## src/rtl/pmbsi_map.vh

```
`ifndef PMBSI_MAP_VH
`define PMBSI_MAP_VH

// system clock rate and time unit conversions
`define PMBSI_CLK_KHZ 20000
`define PMBSI_KHZ_PER_MHZ 1000
`define PMBSI_US_PER_MS 1000

// serial clock range the slave is built for, in kHz
`define PMBSI_SCL_MIN_KHZ 10
`define PMBSI_SCL_STD_KHZ 100
`define PMBSI_SCL_MAX_KHZ 400

// bus supervision times, in ms
`define PMBSI_TIMEOUT_MS 35
`define PMBSI_IDLE_MS 50
`define PMBSI_STRETCH_MS 25
// release the clock this many us before the stretch budget is spent
`define PMBSI_STRETCH_GUARD_US 1

// bus free time the host keeps between stop and start, in ns
`define PMBSI_BUF_NS 1300

// addresses and command code classes
`define PMBSI_ARA_ADDR 7'h0C
`define PMBSI_MFR_LO 8'hD0
`define PMBSI_MFR_HI 8'hFD

// byte framing
`define PMBSI_BYTE_BITS 4'h8
`define PMBSI_FILL_BYTE 8'hFF
`define PMBSI_CNT_MAX 16'hFFFF

`endif

```

## src/rtl/pmbsi_slave.v

```verilog
`timescale 1ns/1ps
`include "pmbsi_map.vh"

// Summary of operation
// - slave works with bus clocks of 10 to 400 kHz, host stays in range
// - a clock low phase longer than 35 ms abandons the transfer as timeout
// - both lines high over 50 ms resets any transaction in progress
// - timeout and idle reset only act while the disable bit is cleared
// - own clock stretching per message stays within 25 ms in total
// - revision 1.1 command codes are captured and decoded on the bus
// - manufacturer-specific command codes are accepted and flagged as such
// - alert line is driven on request and answered via alert response
// - bus logic handles both 100 kHz and 400 kHz operation
// - device only responds as slave, never starts a transfer itself
module pmbsi_slave #(
   parameter [15:0] TIMEOUT_US = `PMBSI_TIMEOUT_MS * `PMBSI_US_PER_MS,
   parameter [15:0] IDLE_US = `PMBSI_IDLE_MS * `PMBSI_US_PER_MS,
   parameter [15:0] STRETCH_US = `PMBSI_STRETCH_MS * `PMBSI_US_PER_MS
) (
   // clock and reset
   input wire i_clk_sys,
   input wire i_rstn,
   // serial clock line
   input wire i_scl,
   output wire o_scl_o,
   output wire o_scl_oe,
   // serial data line
   input wire i_sda,
   output wire o_sda_o,
   output wire o_sda_oe,
   // alert line
   output wire o_alert_o,
   output wire o_alert_oe,
   // configuration
   input wire [6:0] i_own_addr,
   input wire i_bus_timeout_disable_bit,
   // command and write data toward the device core
   output wire [7:0] o_cmd_code,
   output wire o_cmd_valid,
   output wire o_cmd_mfr,
   output wire [7:0] o_wr_data,
   output wire o_wr_valid,
   // read data from the device core
   output wire o_rd_req,
   input wire [7:0] i_rd_data,
   input wire i_rd_valid,
   // alert request from the device core
   input wire i_alert_req,
   // bus events and status
   output wire o_stop,
   output wire o_timeout,
   output wire o_idle_reset,
   output wire o_stretch_abort,
   output wire o_busy
);

   localparam ST_IDLE = 3'h0;
   localparam ST_ADDR = 3'h1;
   localparam ST_ACK = 3'h2;
   localparam ST_RX = 3'h3;
   localparam ST_TXW = 3'h4;
   localparam ST_TX = 3'h5;
   localparam ST_MACK = 3'h6;
   localparam ST_IGN = 3'h7;

   localparam TICK_CYC = `PMBSI_CLK_KHZ / `PMBSI_KHZ_PER_MHZ;
   localparam TICK_M1 = TICK_CYC - 1;
   localparam [4:0] TICK_LAST = TICK_M1[4:0];
   localparam STRETCH_M1 = STRETCH_US - `PMBSI_STRETCH_GUARD_US;
   localparam [15:0] STRETCH_HIT = STRETCH_M1[15:0];

   function cmd_is_mfr;
      input [7:0] code;
      begin
         cmd_is_mfr = (code >= `PMBSI_MFR_LO) && (code <= `PMBSI_MFR_HI);
      end
   endfunction

   wire scl_s;
   wire sda_s;
   reg scl_p_q;
   reg sda_p_q;
   reg [4:0] div_q;
   reg tick_q;
   reg [15:0] low_us_q;
   reg [15:0] idle_us_q;
   reg [15:0] stretch_us_q;
   reg [2:0] state_q;
   reg [7:0] sh_q;
   reg [3:0] bit_q;
   reg rw_q;
   reg ara_q;
   reg first_q;
   reg mack_q;
   reg scl_oe_q;
   reg sda_oe_q;
   reg rd_req_q;
   reg [7:0] cmd_code_q;
   reg cmd_valid_q;
   reg cmd_mfr_q;
   reg [7:0] wr_data_q;
   reg wr_valid_q;
   reg stop_q;
   reg timeout_q;
   reg idle_rst_q;
   reg abort_q;
   reg ara_done_q;
   reg alert_oe_q;
   reg busy_q;
   reg low_q;

   // lines are oversampled at 20 MHz, 50 cycles per 400 kHz period
   pmbsi_sync #(.RST_VAL(1'b1)) u_scl_sync (
      .i_clk_sys(i_clk_sys),
      .i_rstn(i_rstn),
      .i_async(i_scl),
      .o_sync(scl_s)
   );

   pmbsi_sync #(.RST_VAL(1'b1)) u_sda_sync (
      .i_clk_sys(i_clk_sys),
      .i_rstn(i_rstn),
      .i_async(i_sda),
      .o_sync(sda_s)
   );

   always @(posedge i_clk_sys or negedge i_rstn) begin
      if (!i_rstn) begin
         scl_p_q <= 1'b1;
         sda_p_q <= 1'b1;
      end else begin
         scl_p_q <= scl_s;
         sda_p_q <= sda_s;
      end
   end

   wire scl_rise = scl_s & ~scl_p_q;
   wire scl_fall = ~scl_s & scl_p_q;
   wire bus_start = scl_s & scl_p_q & sda_p_q & ~sda_s;
   wire bus_stop = scl_s & scl_p_q & ~sda_p_q & sda_s;
   wire guard_en = ~i_bus_timeout_disable_bit;
   wire tmo_hit = guard_en & (low_us_q > TIMEOUT_US) &
      (state_q != ST_IDLE);
   wire idle_hit = guard_en & (idle_us_q > IDLE_US) &
      (state_q != ST_IDLE);
   wire stretch_hit = (stretch_us_q >= STRETCH_HIT);
   wire stretch_clr = bus_stop | tmo_hit | idle_hit |
      (bus_start & (state_q == ST_IDLE));

   // one-microsecond tick for the supervision counters
   always @(posedge i_clk_sys or negedge i_rstn) begin
      if (!i_rstn) begin
         div_q <= 5'h00;
         tick_q <= 1'b0;
      end else if (div_q == TICK_LAST) begin
         div_q <= 5'h00;
         tick_q <= 1'b1;
      end else begin
         div_q <= div_q + 5'h01;
         tick_q <= 1'b0;
      end
   end

   always @(posedge i_clk_sys or negedge i_rstn) begin
      if (!i_rstn) begin
         low_us_q <= 16'h0000;
         idle_us_q <= 16'h0000;
         stretch_us_q <= 16'h0000;
      end else begin
         // length of the present clock low phase
         if (scl_s) begin
            low_us_q <= 16'h0000;
         end else if (tick_q && low_us_q != `PMBSI_CNT_MAX) begin
            low_us_q <= low_us_q + 16'h0001;
         end
         // both lines high while a transaction is open
         if (!(scl_s && sda_s) || state_q == ST_IDLE) begin
            idle_us_q <= 16'h0000;
         end else if (tick_q && idle_us_q != `PMBSI_CNT_MAX) begin
            idle_us_q <= idle_us_q + 16'h0001;
         end
         // total own stretching since the initial start
         if (stretch_clr) begin
            stretch_us_q <= 16'h0000;
         end else if (tick_q && scl_oe_q && !stretch_hit) begin
            stretch_us_q <= stretch_us_q + 16'h0001;
         end
      end
   end

   always @(posedge i_clk_sys or negedge i_rstn) begin
      if (!i_rstn) begin
         state_q <= ST_IDLE;
         sh_q <= 8'h00;
         bit_q <= 4'h0;
         rw_q <= 1'b0;
         ara_q <= 1'b0;
         first_q <= 1'b0;
         mack_q <= 1'b0;
         scl_oe_q <= 1'b0;
         sda_oe_q <= 1'b0;
         rd_req_q <= 1'b0;
         cmd_code_q <= 8'h00;
         cmd_valid_q <= 1'b0;
         cmd_mfr_q <= 1'b0;
         wr_data_q <= 8'h00;
         wr_valid_q <= 1'b0;
         stop_q <= 1'b0;
         timeout_q <= 1'b0;
         idle_rst_q <= 1'b0;
         abort_q <= 1'b0;
         ara_done_q <= 1'b0;
      end else begin
         cmd_valid_q <= 1'b0;
         wr_valid_q <= 1'b0;
         stop_q <= 1'b0;
         timeout_q <= 1'b0;
         idle_rst_q <= 1'b0;
         abort_q <= 1'b0;
         if (!i_alert_req) begin
            ara_done_q <= 1'b0;
         end
         if (tmo_hit || idle_hit) begin
            // drop everything and wait for a new start
            state_q <= ST_IDLE;
            scl_oe_q <= 1'b0;
            sda_oe_q <= 1'b0;
            rd_req_q <= 1'b0;
            timeout_q <= tmo_hit;
            idle_rst_q <= ~tmo_hit;
         end else if (bus_stop) begin
            stop_q <= (state_q != ST_IDLE);
            state_q <= ST_IDLE;
            scl_oe_q <= 1'b0;
            sda_oe_q <= 1'b0;
            rd_req_q <= 1'b0;
         end else if (bus_start) begin
            state_q <= ST_ADDR;
            bit_q <= 4'h0;
            first_q <= 1'b1;
            scl_oe_q <= 1'b0;
            sda_oe_q <= 1'b0;
            rd_req_q <= 1'b0;
         end else begin
            case (state_q)
               ST_ADDR: begin
                  if (scl_rise) begin
                     sh_q <= {sh_q[6:0], sda_s};
                     bit_q <= bit_q + 4'h1;
                  end else if (scl_fall && bit_q == `PMBSI_BYTE_BITS) begin
                     if (sh_q[7:1] == i_own_addr) begin
                        rw_q <= sh_q[0];
                        ara_q <= 1'b0;
                        sda_oe_q <= 1'b1;
                        state_q <= ST_ACK;
                     end else if (sh_q[7:1] == `PMBSI_ARA_ADDR && sh_q[0] &&
                        alert_oe_q) begin
                        rw_q <= 1'b1;
                        ara_q <= 1'b1;
                        sda_oe_q <= 1'b1;
                        state_q <= ST_ACK;
                     end else begin
                        state_q <= ST_IGN;
                     end
                  end
               end
               ST_ACK: begin
                  if (scl_fall) begin
                     bit_q <= 4'h0;
                     if (!rw_q) begin
                        sda_oe_q <= 1'b0;
                        state_q <= ST_RX;
                     end else if (ara_q) begin
                        sh_q <= {i_own_addr, 1'b0};
                        sda_oe_q <= ~i_own_addr[6];
                        state_q <= ST_TX;
                     end else begin
                        // hold the clock low until read data arrives
                        sda_oe_q <= 1'b0;
                        scl_oe_q <= 1'b1;
                        rd_req_q <= 1'b1;
                        state_q <= ST_TXW;
                     end
                  end
               end
               ST_RX: begin
                  if (scl_rise) begin
                     sh_q <= {sh_q[6:0], sda_s};
                     bit_q <= bit_q + 4'h1;
                  end else if (scl_fall && bit_q == `PMBSI_BYTE_BITS) begin
                     if (first_q) begin
                        first_q <= 1'b0;
                        cmd_code_q <= sh_q;
                        cmd_mfr_q <= cmd_is_mfr(sh_q);
                        cmd_valid_q <= 1'b1;
                     end else begin
                        wr_data_q <= sh_q;
                        wr_valid_q <= 1'b1;
                     end
                     sda_oe_q <= 1'b1;
                     state_q <= ST_ACK;
                  end
               end
               ST_TXW: begin
                  if (i_rd_valid) begin
                     sh_q <= i_rd_data;
                     sda_oe_q <= ~i_rd_data[7];
                     rd_req_q <= 1'b0;
                     state_q <= ST_TX;
                  end else if (stretch_hit) begin
                     // budget spent: release and send filler
                     sh_q <= `PMBSI_FILL_BYTE;
                     sda_oe_q <= 1'b0;
                     rd_req_q <= 1'b0;
                     abort_q <= 1'b1;
                     state_q <= ST_TX;
                  end
               end
               ST_TX: begin
                  // data has been set up one cycle before the clock release
                  if (scl_oe_q) begin
                     scl_oe_q <= 1'b0;
                  end else if (scl_rise) begin
                     bit_q <= bit_q + 4'h1;
                  end else if (scl_fall) begin
                     if (bit_q == `PMBSI_BYTE_BITS) begin
                        sda_oe_q <= 1'b0;
                        state_q <= ST_MACK;
                     end else begin
                        sh_q <= {sh_q[6:0], 1'b1};
                        sda_oe_q <= ~sh_q[6];
                     end
                  end
               end
               ST_MACK: begin
                  if (scl_rise) begin
                     mack_q <= ~sda_s;
                     if (ara_q) begin
                        ara_done_q <= 1'b1;
                     end
                  end else if (scl_fall) begin
                     bit_q <= 4'h0;
                     if (!mack_q) begin
                        state_q <= ST_IGN;
                     end else if (ara_q) begin
                        sh_q <= `PMBSI_FILL_BYTE;
                        state_q <= ST_TX;
                     end else begin
                        scl_oe_q <= 1'b1;
                        rd_req_q <= 1'b1;
                        state_q <= ST_TXW;
                     end
                  end
               end
               ST_IDLE: begin
                  state_q <= ST_IDLE;
               end
               ST_IGN: begin
                  state_q <= ST_IGN;
               end
               default: begin
                  state_q <= ST_IDLE;
               end
            endcase
         end
      end
   end

   always @(posedge i_clk_sys or negedge i_rstn) begin
      if (!i_rstn) begin
         alert_oe_q <= 1'b0;
         busy_q <= 1'b0;
         low_q <= 1'b0;
      end else begin
         alert_oe_q <= i_alert_req & ~ara_done_q;
         busy_q <= (state_q != ST_IDLE);
         low_q <= 1'b0;
      end
   end

   // pins are only ever pulled low, and the clock only while stretching
   assign o_scl_o = low_q;
   assign o_scl_oe = scl_oe_q;
   assign o_sda_o = low_q;
   assign o_sda_oe = sda_oe_q;
   assign o_alert_o = low_q;
   assign o_alert_oe = alert_oe_q;
   assign o_cmd_code = cmd_code_q;
   assign o_cmd_valid = cmd_valid_q;
   assign o_cmd_mfr = cmd_mfr_q;
   assign o_wr_data = wr_data_q;
   assign o_wr_valid = wr_valid_q;
   assign o_rd_req = rd_req_q;
   assign o_stop = stop_q;
   assign o_timeout = timeout_q;
   assign o_idle_reset = idle_rst_q;
   assign o_stretch_abort = abort_q;
   assign o_busy = busy_q;

endmodule

```

## src/rtl/pmbsi_sync.v

```verilog
`timescale 1ns/1ps

module pmbsi_sync #(
   parameter RST_VAL = 1'b1
) (
   // clock and reset
   input wire i_clk_sys,
   input wire i_rstn,
   // pin side
   input wire i_async,
   // filtered level
   output wire o_sync
);

   reg s1_q;
   reg s2_q;
   reg s3_q;
   reg out_q;

   // the output moves only once the second and third stages agree
   always @(posedge i_clk_sys or negedge i_rstn) begin
      if (!i_rstn) begin
         s1_q <= RST_VAL;
         s2_q <= RST_VAL;
         s3_q <= RST_VAL;
         out_q <= RST_VAL;
      end else begin
         s1_q <= i_async;
         s2_q <= s1_q;
         s3_q <= s2_q;
         if (s2_q == s3_q) begin
            out_q <= s3_q;
         end
      end
   end

   assign o_sync = out_q;

endmodule

```

## config.mk

```make
export PLATFORM = sky130hd
export DESIGN_NAME = pmbsi_slave
export DESIGN_NICKNAME = d
export VERILOG_FILES = /design/src/rtl/pmbsi_slave.v /design/src/rtl/pmbsi_sync.v
export VERILOG_INCLUDE_DIRS = /design/src /design/src/rtl
export SDC_FILE = /design/constraint.sdc
export NUM_CORES = 1
export LEC_CHECK = 0
export BUFFER_PORTS_ARGS = -buffer_cell sky130_fd_sc_hd__buf_2
export CAP_MARGIN = 20
export CORE_MARGIN = 1
export CORE_UTILIZATION = 60
export CTS_CLUSTER_DIAMETER = 30
export CTS_CLUSTER_SIZE = 14
export DETAILED_ROUTE_END_ITERATION = 6
export MAX_ROUTING_LAYER = met4
export PLACE_DENSITY_LB_ADDON = 0.05
export RECOVER_POWER = 100
export REMOVE_ABC_BUFFERS = 1
export SYNTH_ARGS = -nofsm -noshare
export SYNTH_HDL_FRONTEND = slang
export SYNTH_HIERARCHICAL = 1
export SYNTH_SLANG_ARGS = --single-unit
```

## constraint.sdc

```tcl
create_clock -name i_clk_sys -period 3.45 [get_ports i_clk_sys]
set_input_delay 0.69 -clock i_clk_sys [delete_from_list [all_inputs] [get_ports i_clk_sys]]
set_output_delay 0.69 -clock i_clk_sys [all_outputs]
set_load 0.1 [all_outputs]
```

### Word level (Yosys, flattened, before mapping)

Cells that the tools add are included.

| storage, ports and cells | value |
|---|---|
| input bits | 22 |
| register bits after elaboration | 112 |
| word-level logic and storage cells | 290 |

| cells by class | value |
|---|---|
| multiplexer cells | 128 |
| bitwise operators | 31 |
| $add $sub $neg | 5 |
| reductions and logical operators | 38 |
| eq/ne operators | 46 |
| $lt $le $gt $ge | 5 |

Operators by type and width:

| operator | number |
|---|---|
| $mux W8 | 14 |
| $mux W16 | 6 |
| $mux W1 | 76 |
| $ne A5 B5 Y1 const B | 13 |
| $mux W3 | 20 |
| $add A16 B1 Y16 const B | 3 |
| $pmux W8 S5 | 1 |
| $gt A16 B16 Y1 const B | 2 |
| $ne A16 B16 Y1 const B | 2 |
| $reduce_and A7 Y1 | 4 |
| $pmux W3 S8 | 1 |
| $ne A2 B2 Y1 const B | 11 |
| $mux W4 | 5 |
| $reduce_and A17 Y1 | 1 |
| $ge A16 B15 Y1 const B | 1 |
| $pmux W4 S4 | 1 |
| $not A1 Y1 | 15 |
| $reduce_and A5 Y1 | 3 |
| $and A1 B1 Y1 | 13 |
| $eq A3 B3 Y1 const B | 4 |
| $ne A6 B6 Y1 const B | 2 |
| $reduce_and A12 Y1 | 1 |
| $reduce_bool A2 Y1 | 6 |
| $reduce_bool A6 Y1 | 2 |
| other kinds (27) | 46 |

### Longest topological paths before layout

| logic depth | value |
|---|---|
| depth in word-level cells | 11 |
| gate-level depth with buffers | 9 |
| mapped depth without buffers | 8 |

### Modules after synthesis

The synthesis kept the hierarchy.

By module, submodules not included:

| module | sequential area each (sq um) | instances | cells each | area each (sq um) |
|---|---|---|---|---|
| pmbsi_slave | 2,605.0 | 1 | 574 | 5,635.4 |
| pmbsi_sync | 105.1 | 2 | 5 | 116.4 |

### Worst setup path after synthesis

No wires, ideal clock.

| path | value |
|---|---|
| path type | register to register |
| from | reg stretch_us_q[0] |
| to | reg sh_q[0] |
| arrival time | 2.174 ns |
| slack | 1.151 ns |
| cell stages (with the launch flop) | 8 |
| period minus slack after synthesis | 2.299 ns |
| cells stage by stage | dfrtp_1 ha_1 a2111oi_2 nor4_4 nor3_1 a2111oi_2 nand3_2 mux2_2 |

| between the ends | value |
|---|---|
| longest elaborated chain between the ends | 3 |

Ends and longest elaborated chain:

| what | RTL line | RTL |
|---|---|---|
| from (decl) | pmbsi_slave.v:87 | `reg [15:0] stretch_us_q;` |
| from (signal assigned) | pmbsi_slave.v:186 | `stretch_us_q <= stretch_us_q + 16'h0001;` |
| $ge A16 B15 Y1 | pmbsi_slave.v:146 | `wire stretch_hit = (stretch_us_q >= STRETCH_HIT);` |
| $ne A3 B3 Y1 (no source line) | n/a |  |
| $reduce_and A17 Y1 (no source line) | n/a |  |
| to (signal assigned) | pmbsi_slave.v:248 | `sh_q <= {sh_q[6:0], sda_s};` |
| to (signal assigned) | pmbsi_slave.v:274 | `sh_q <= {i_own_addr, 1'b0};` |
| to (signal assigned) | pmbsi_slave.v:288 | `sh_q <= {sh_q[6:0], sda_s};` |
| to (decl) | pmbsi_slave.v:89 | `reg [7:0] sh_q;` |

No other way between the ends.
A chain may end at the register's enable or synchronous reset.

### Worst setup path in the final report

| path | value |
|---|---|
| from | reg stretch_us_q[0] |
| to | reg sh_q[3] |

The elaborated chain is that of the path after synthesis.

==> results.sh <==
export IMPL_synth_warning_count=6
export IMPL_clkLatencyLatePin_ns=0.39
export IMPL_cts_hold_buffers=0
export IMPL_clock_sinks=112
export IMPL_yosys_area_top_type="sky130_fd_sc_hd__dfrtp_1"
export IMPL_worstHoldPathType="in -> async"
export IMPL_clock_tree_buffer_depth=2
export IMPL_ratio_of_cells_with_drive_above_1_in_the_final_layout=0.147
export IMPL_core_um2=9370
export IMPL_cp_max_stage_delay_ns=0.67
export IMPL_critPathBufInv=0
export IMPL_fin_total_pwr_mw=3.64
export IMPL_critical_path_required_ns=3.73
export IMPL_regToRegStartpoint="stretch_us_q[0]"
export IMPL_multiInputGateArea_um2=2840
export IMPL_r2r_slack_ns=0.51
export IMPL_postSynthCellCount=584
export IMPL_path_max_fanout=8
export IMPL_post_synth_main_area_contributors="sky130_fd_sc_hd__dfrtp_1 43%, sky130_fd_sc_hd__mux2_2 6.1%, sky130_fd_sc_hd__xor2_1 5.2%, sky130_fd_sc_hd__dfstp_2 4.5%, sky130_fd_sc_hd__nor2_1 3.8%"
export IMPL_finalSetupViolations=0
export IMPL_grt_first_pass_wirelength_mm=20.7
export IMPL_first_global_vias=4347
export IMPL_synth_area_per_cell_um2=10.0
export IMPL_io_buffer_count=49
export IMPL_cap_violations=1
export IMPL_seq_total_area_yosys=0.480
export IMPL_dr_first_iter_drc_count=275
export IMPL_routabilityCongestion=0.882
export IMPL_ys_seq_elements=112
export IMPL_post_cts_setup_buffer_count=0
export IMPL_cp_arrival_ns=3.22
export IMPL_worstMarginPinSlew_ns=1.51
export IMPL_layout_cells_most_common_list="102 x sky130_fd_sc_hd__dfrtp_1, 60 x sky130_fd_sc_hd__nor2_1, 46 x sky130_fd_sc_hd__nand2_1, 35 x sky130_fd_sc_hd__xor2_1, 32 x sky130_fd_sc_hd__mux2_2"
export IMPL_final_common_cell="sky130_fd_sc_hd__dfrtp_1"
export IMPL_cts_made_buffers=9
export IMPL_crit_chain="ha_1, a2111oi_0, nor4_4, nor3_1, a2111oi_0, nand3_2, mux2_2"
export IMPL_htree_num_levels=3
export IMPL_root_buffer="sky130_fd_sc_hd__clkbuf_8"
export IMPL_cp_top_family="simple AND/OR/NAND/NOR gates"
export IMPL_synthFlopType="sky130_fd_sc_hd__dfrtp_1"
export IMPL_use_met3=0.0492
export IMPL_asyncSetResetFlopFracSynth=1.00
export IMPL_final_layout_fill_cell_count=785
export IMPL_clkSlewWorstSetupHoldPaths_ns=0.11
export IMPL_synth_enable_flop_cells=0
export IMPL_grt_antenna_before_repair=0
export IMPL_horizontal_die_dimension_um=101
export IMPL_yosysUniqueCellTypes=65
export IMPL_worstSetupPathType="reg -> reg"
export IMPL_hpwlAfterDp_mm=8.60
export IMPL_crit_path_top_delay_cell="sky130_fd_sc_hd__a2111oi_0"
export IMPL_finalHoldViolCount=0
export IMPL_cp_common_cell="sky130_fd_sc_hd__a2111oi_0"
export IMPL_grt_use_total=0.268
export IMPL_route_detailed_wl_per_inst_um=16.1
export IMPL_largest_net_degree_at_the_start_of_global_routing=65
export IMPL_die_area_um2=10200
export IMPL_grtUsageMet2=0.416
export IMPL_drt_pre_antenna_iters=5
export IMPL_synth_area_um2=5870
export IMPL_antenna_left=0
export IMPL_syn2layout_area_growth_pct=8.15
export IMPL_violations="capacitance limit, slew limit"
export IMPL_gr_busiest_metal="met2"
export IMPL_p_per_area_nw_per_um2=573
export IMPL_finish_net_count=659
export IMPL_setup_total_negative_slack_ns=0
export IMPL_die_h_um=101
export IMPL_initial_core_util=0.626
export IMPL_worst_r2r_endpoint="sh_q[3]"
export IMPL_p_leak_nw=2.72
export IMPL_run_status="finished with violations"
export IMPL_ir_drop_mv=0.434
export IMPL_crit_path_launch_type="flop"
export IMPL_grt_met1_usage=0.355
export IMPL_overflow=0
export IMPL_fmax_ghz=0.340
export IMPL_layout_area_seq_um2=2820
export IMPL_vias=4576
export IMPL_pin_count=53
export IMPL_clock_skew_ns=0.0155
export IMPL_placementRows=35
export IMPL_synth_top_cell_area_share=0.435
export IMPL_min_period_over_period=0.851
export IMPL_final_max_slew_violation_count=64
export IMPL_critPathLaunch="stretch_us_q[0]"
export IMPL_residual_drc_count=0
export IMPL_worst_r2r_path_depth=7
export IMPL_cts_repair_resized=0
export IMPL_routed_via_density=6.00
export IMPL_post_route_min_period_ns=2.94
export IMPL_max_slew_margin=-0.00455
export IMPL_end_kind="flop"
export IMPL_diodes=0
export IMPL_tritoncts="done"
export IMPL_rsz_0062_raised_after_global_routing="no"
export IMPL_detailed_route_wl_mm=12.3
[cell families (layout without fill, tap and decap cells)]
group                      count (synthesis)  after routing  synth area share
other                                      1              3          0.000639
AOI/OAI and AO/OA                        100            100             0.111
DFF                                      112            112             0.480
buffers and inverters                     41             89            0.0305
muxes                                     39             39            0.0736
xor gates and xnor gates                  44             44            0.0657
adders and majority gates                 10             10            0.0209
and+or+nand+nor                          237            237             0.218
[report_power, final]
| part | switching (mW) | leakage [nW] | internal, mW |
|---|---|---|---|
| combinational | 0.785 | 1.14 | 0.459 |
| sequential | 0.171 | 1.48 | 1.43 |
| clock | 0.495 | 0.104 | 0.292 |
[Yosys cell counts, types with 3 or more instances]
library cell and n:
sky130_fd_sc_hd__dfrtp_1 102, sky130_fd_sc_hd__nor2_1 60, sky130_fd_sc_hd__nand2_1 46, sky130_fd_sc_hd__xor2_1 35, sky130_fd_sc_hd__mux2_2 32, sky130_fd_sc_hd__a21oi_1 30
sky130_fd_sc_hd__nand3_1 24, sky130_fd_sc_hd__nand4_1 21, sky130_fd_sc_hd__o21ai_0 21, sky130_fd_sc_hd__nor3_1 18, sky130_fd_sc_hd__inv_1 16, sky130_fd_sc_hd__o22ai_1 14
sky130_fd_sc_hd__clkbuf_1 12, sky130_fd_sc_hd__nor4_1 11, sky130_fd_sc_hd__dfstp_2 10, sky130_fd_sc_hd__xnor2_1 9, sky130_fd_sc_hd__ha_1 8, sky130_fd_sc_hd__nand2b_1 7
sky130_fd_sc_hd__nor2b_1 7, sky130_fd_sc_hd__or3_1 7, sky130_fd_sc_hd__and4_1 6, sky130_fd_sc_hd__buf_4 6, sky130_fd_sc_hd__mux2i_1 6, sky130_fd_sc_hd__and3_1 5
sky130_fd_sc_hd__buf_1 5, sky130_fd_sc_hd__nand4b_1 5, sky130_fd_sc_hd__a211oi_1 4, sky130_fd_sc_hd__a31oi_1 4, sky130_fd_sc_hd__nand3b_1 3, sky130_fd_sc_hd__o211ai_1 3
[stage by stage]
stage          std cells  utilization  hold WS [ns]  area, um2  setup WS [ns]
2_1_floorplan        561            -         0.345       5760          0.862
3_3_place_gp         746        0.665         0.347       6230          0.909
3_5_place_dp         747        0.666         0.349       6240          0.759
4_1_cts              763        0.688         0.336       6440          0.775
5_1_grt              763        0.677         0.356       6350          0.308
6_report             763        0.677         0.307       6350          0.513
[how the worst max path moves through the flow]
stage	end	slack, ns	cells past startpoint
2_1_floorplan	o_wr_data[0]	0.86	6
3_3_place_gp	o_wr_data[5]	0.91	6
3_5_place_dp	o_wr_data[5]	0.76	6
4_1_cts	o_wr_data[5]	0.78	6
5_1_grt	sh_q[3]	0.31	7
6_report	sh_q[3]	0.51	7
[final cells by class]
type | instances | share of cell area
sequential | 112 | 0.444
clock inverter | 7 | 0.0128
inverter | 16 | 0.00946
clock buffer | 9 | 0.0195
tap | 129 | 0.0254
timing repair buffer | 57 | 0.0420
multi-input combinational | 433 | 0.447
[flip-flops by register name, indices dropped and copies added (netlist names), 3 cells and up]
name          cells
idle_us_q        16
low_us_q         16
stretch_us_q     16
o_cmd_code        8
o_wr_data         8
sh_q              8
div_q             5
bit_q             4
state_q           3
[metal layers]
| layer | vias to the layer above | share of wire |
|---|---|---|
| li1 | 2194 | - |
| met1 | 2228 | 0.46 |
| met2 | 123 | 0.48 |
| met3 | 31 | 0.042 |
| met4 | 0 | 0.019 |
| met5 | - | 0 |
Note: power is estimated with default switching activity, not from simulation.
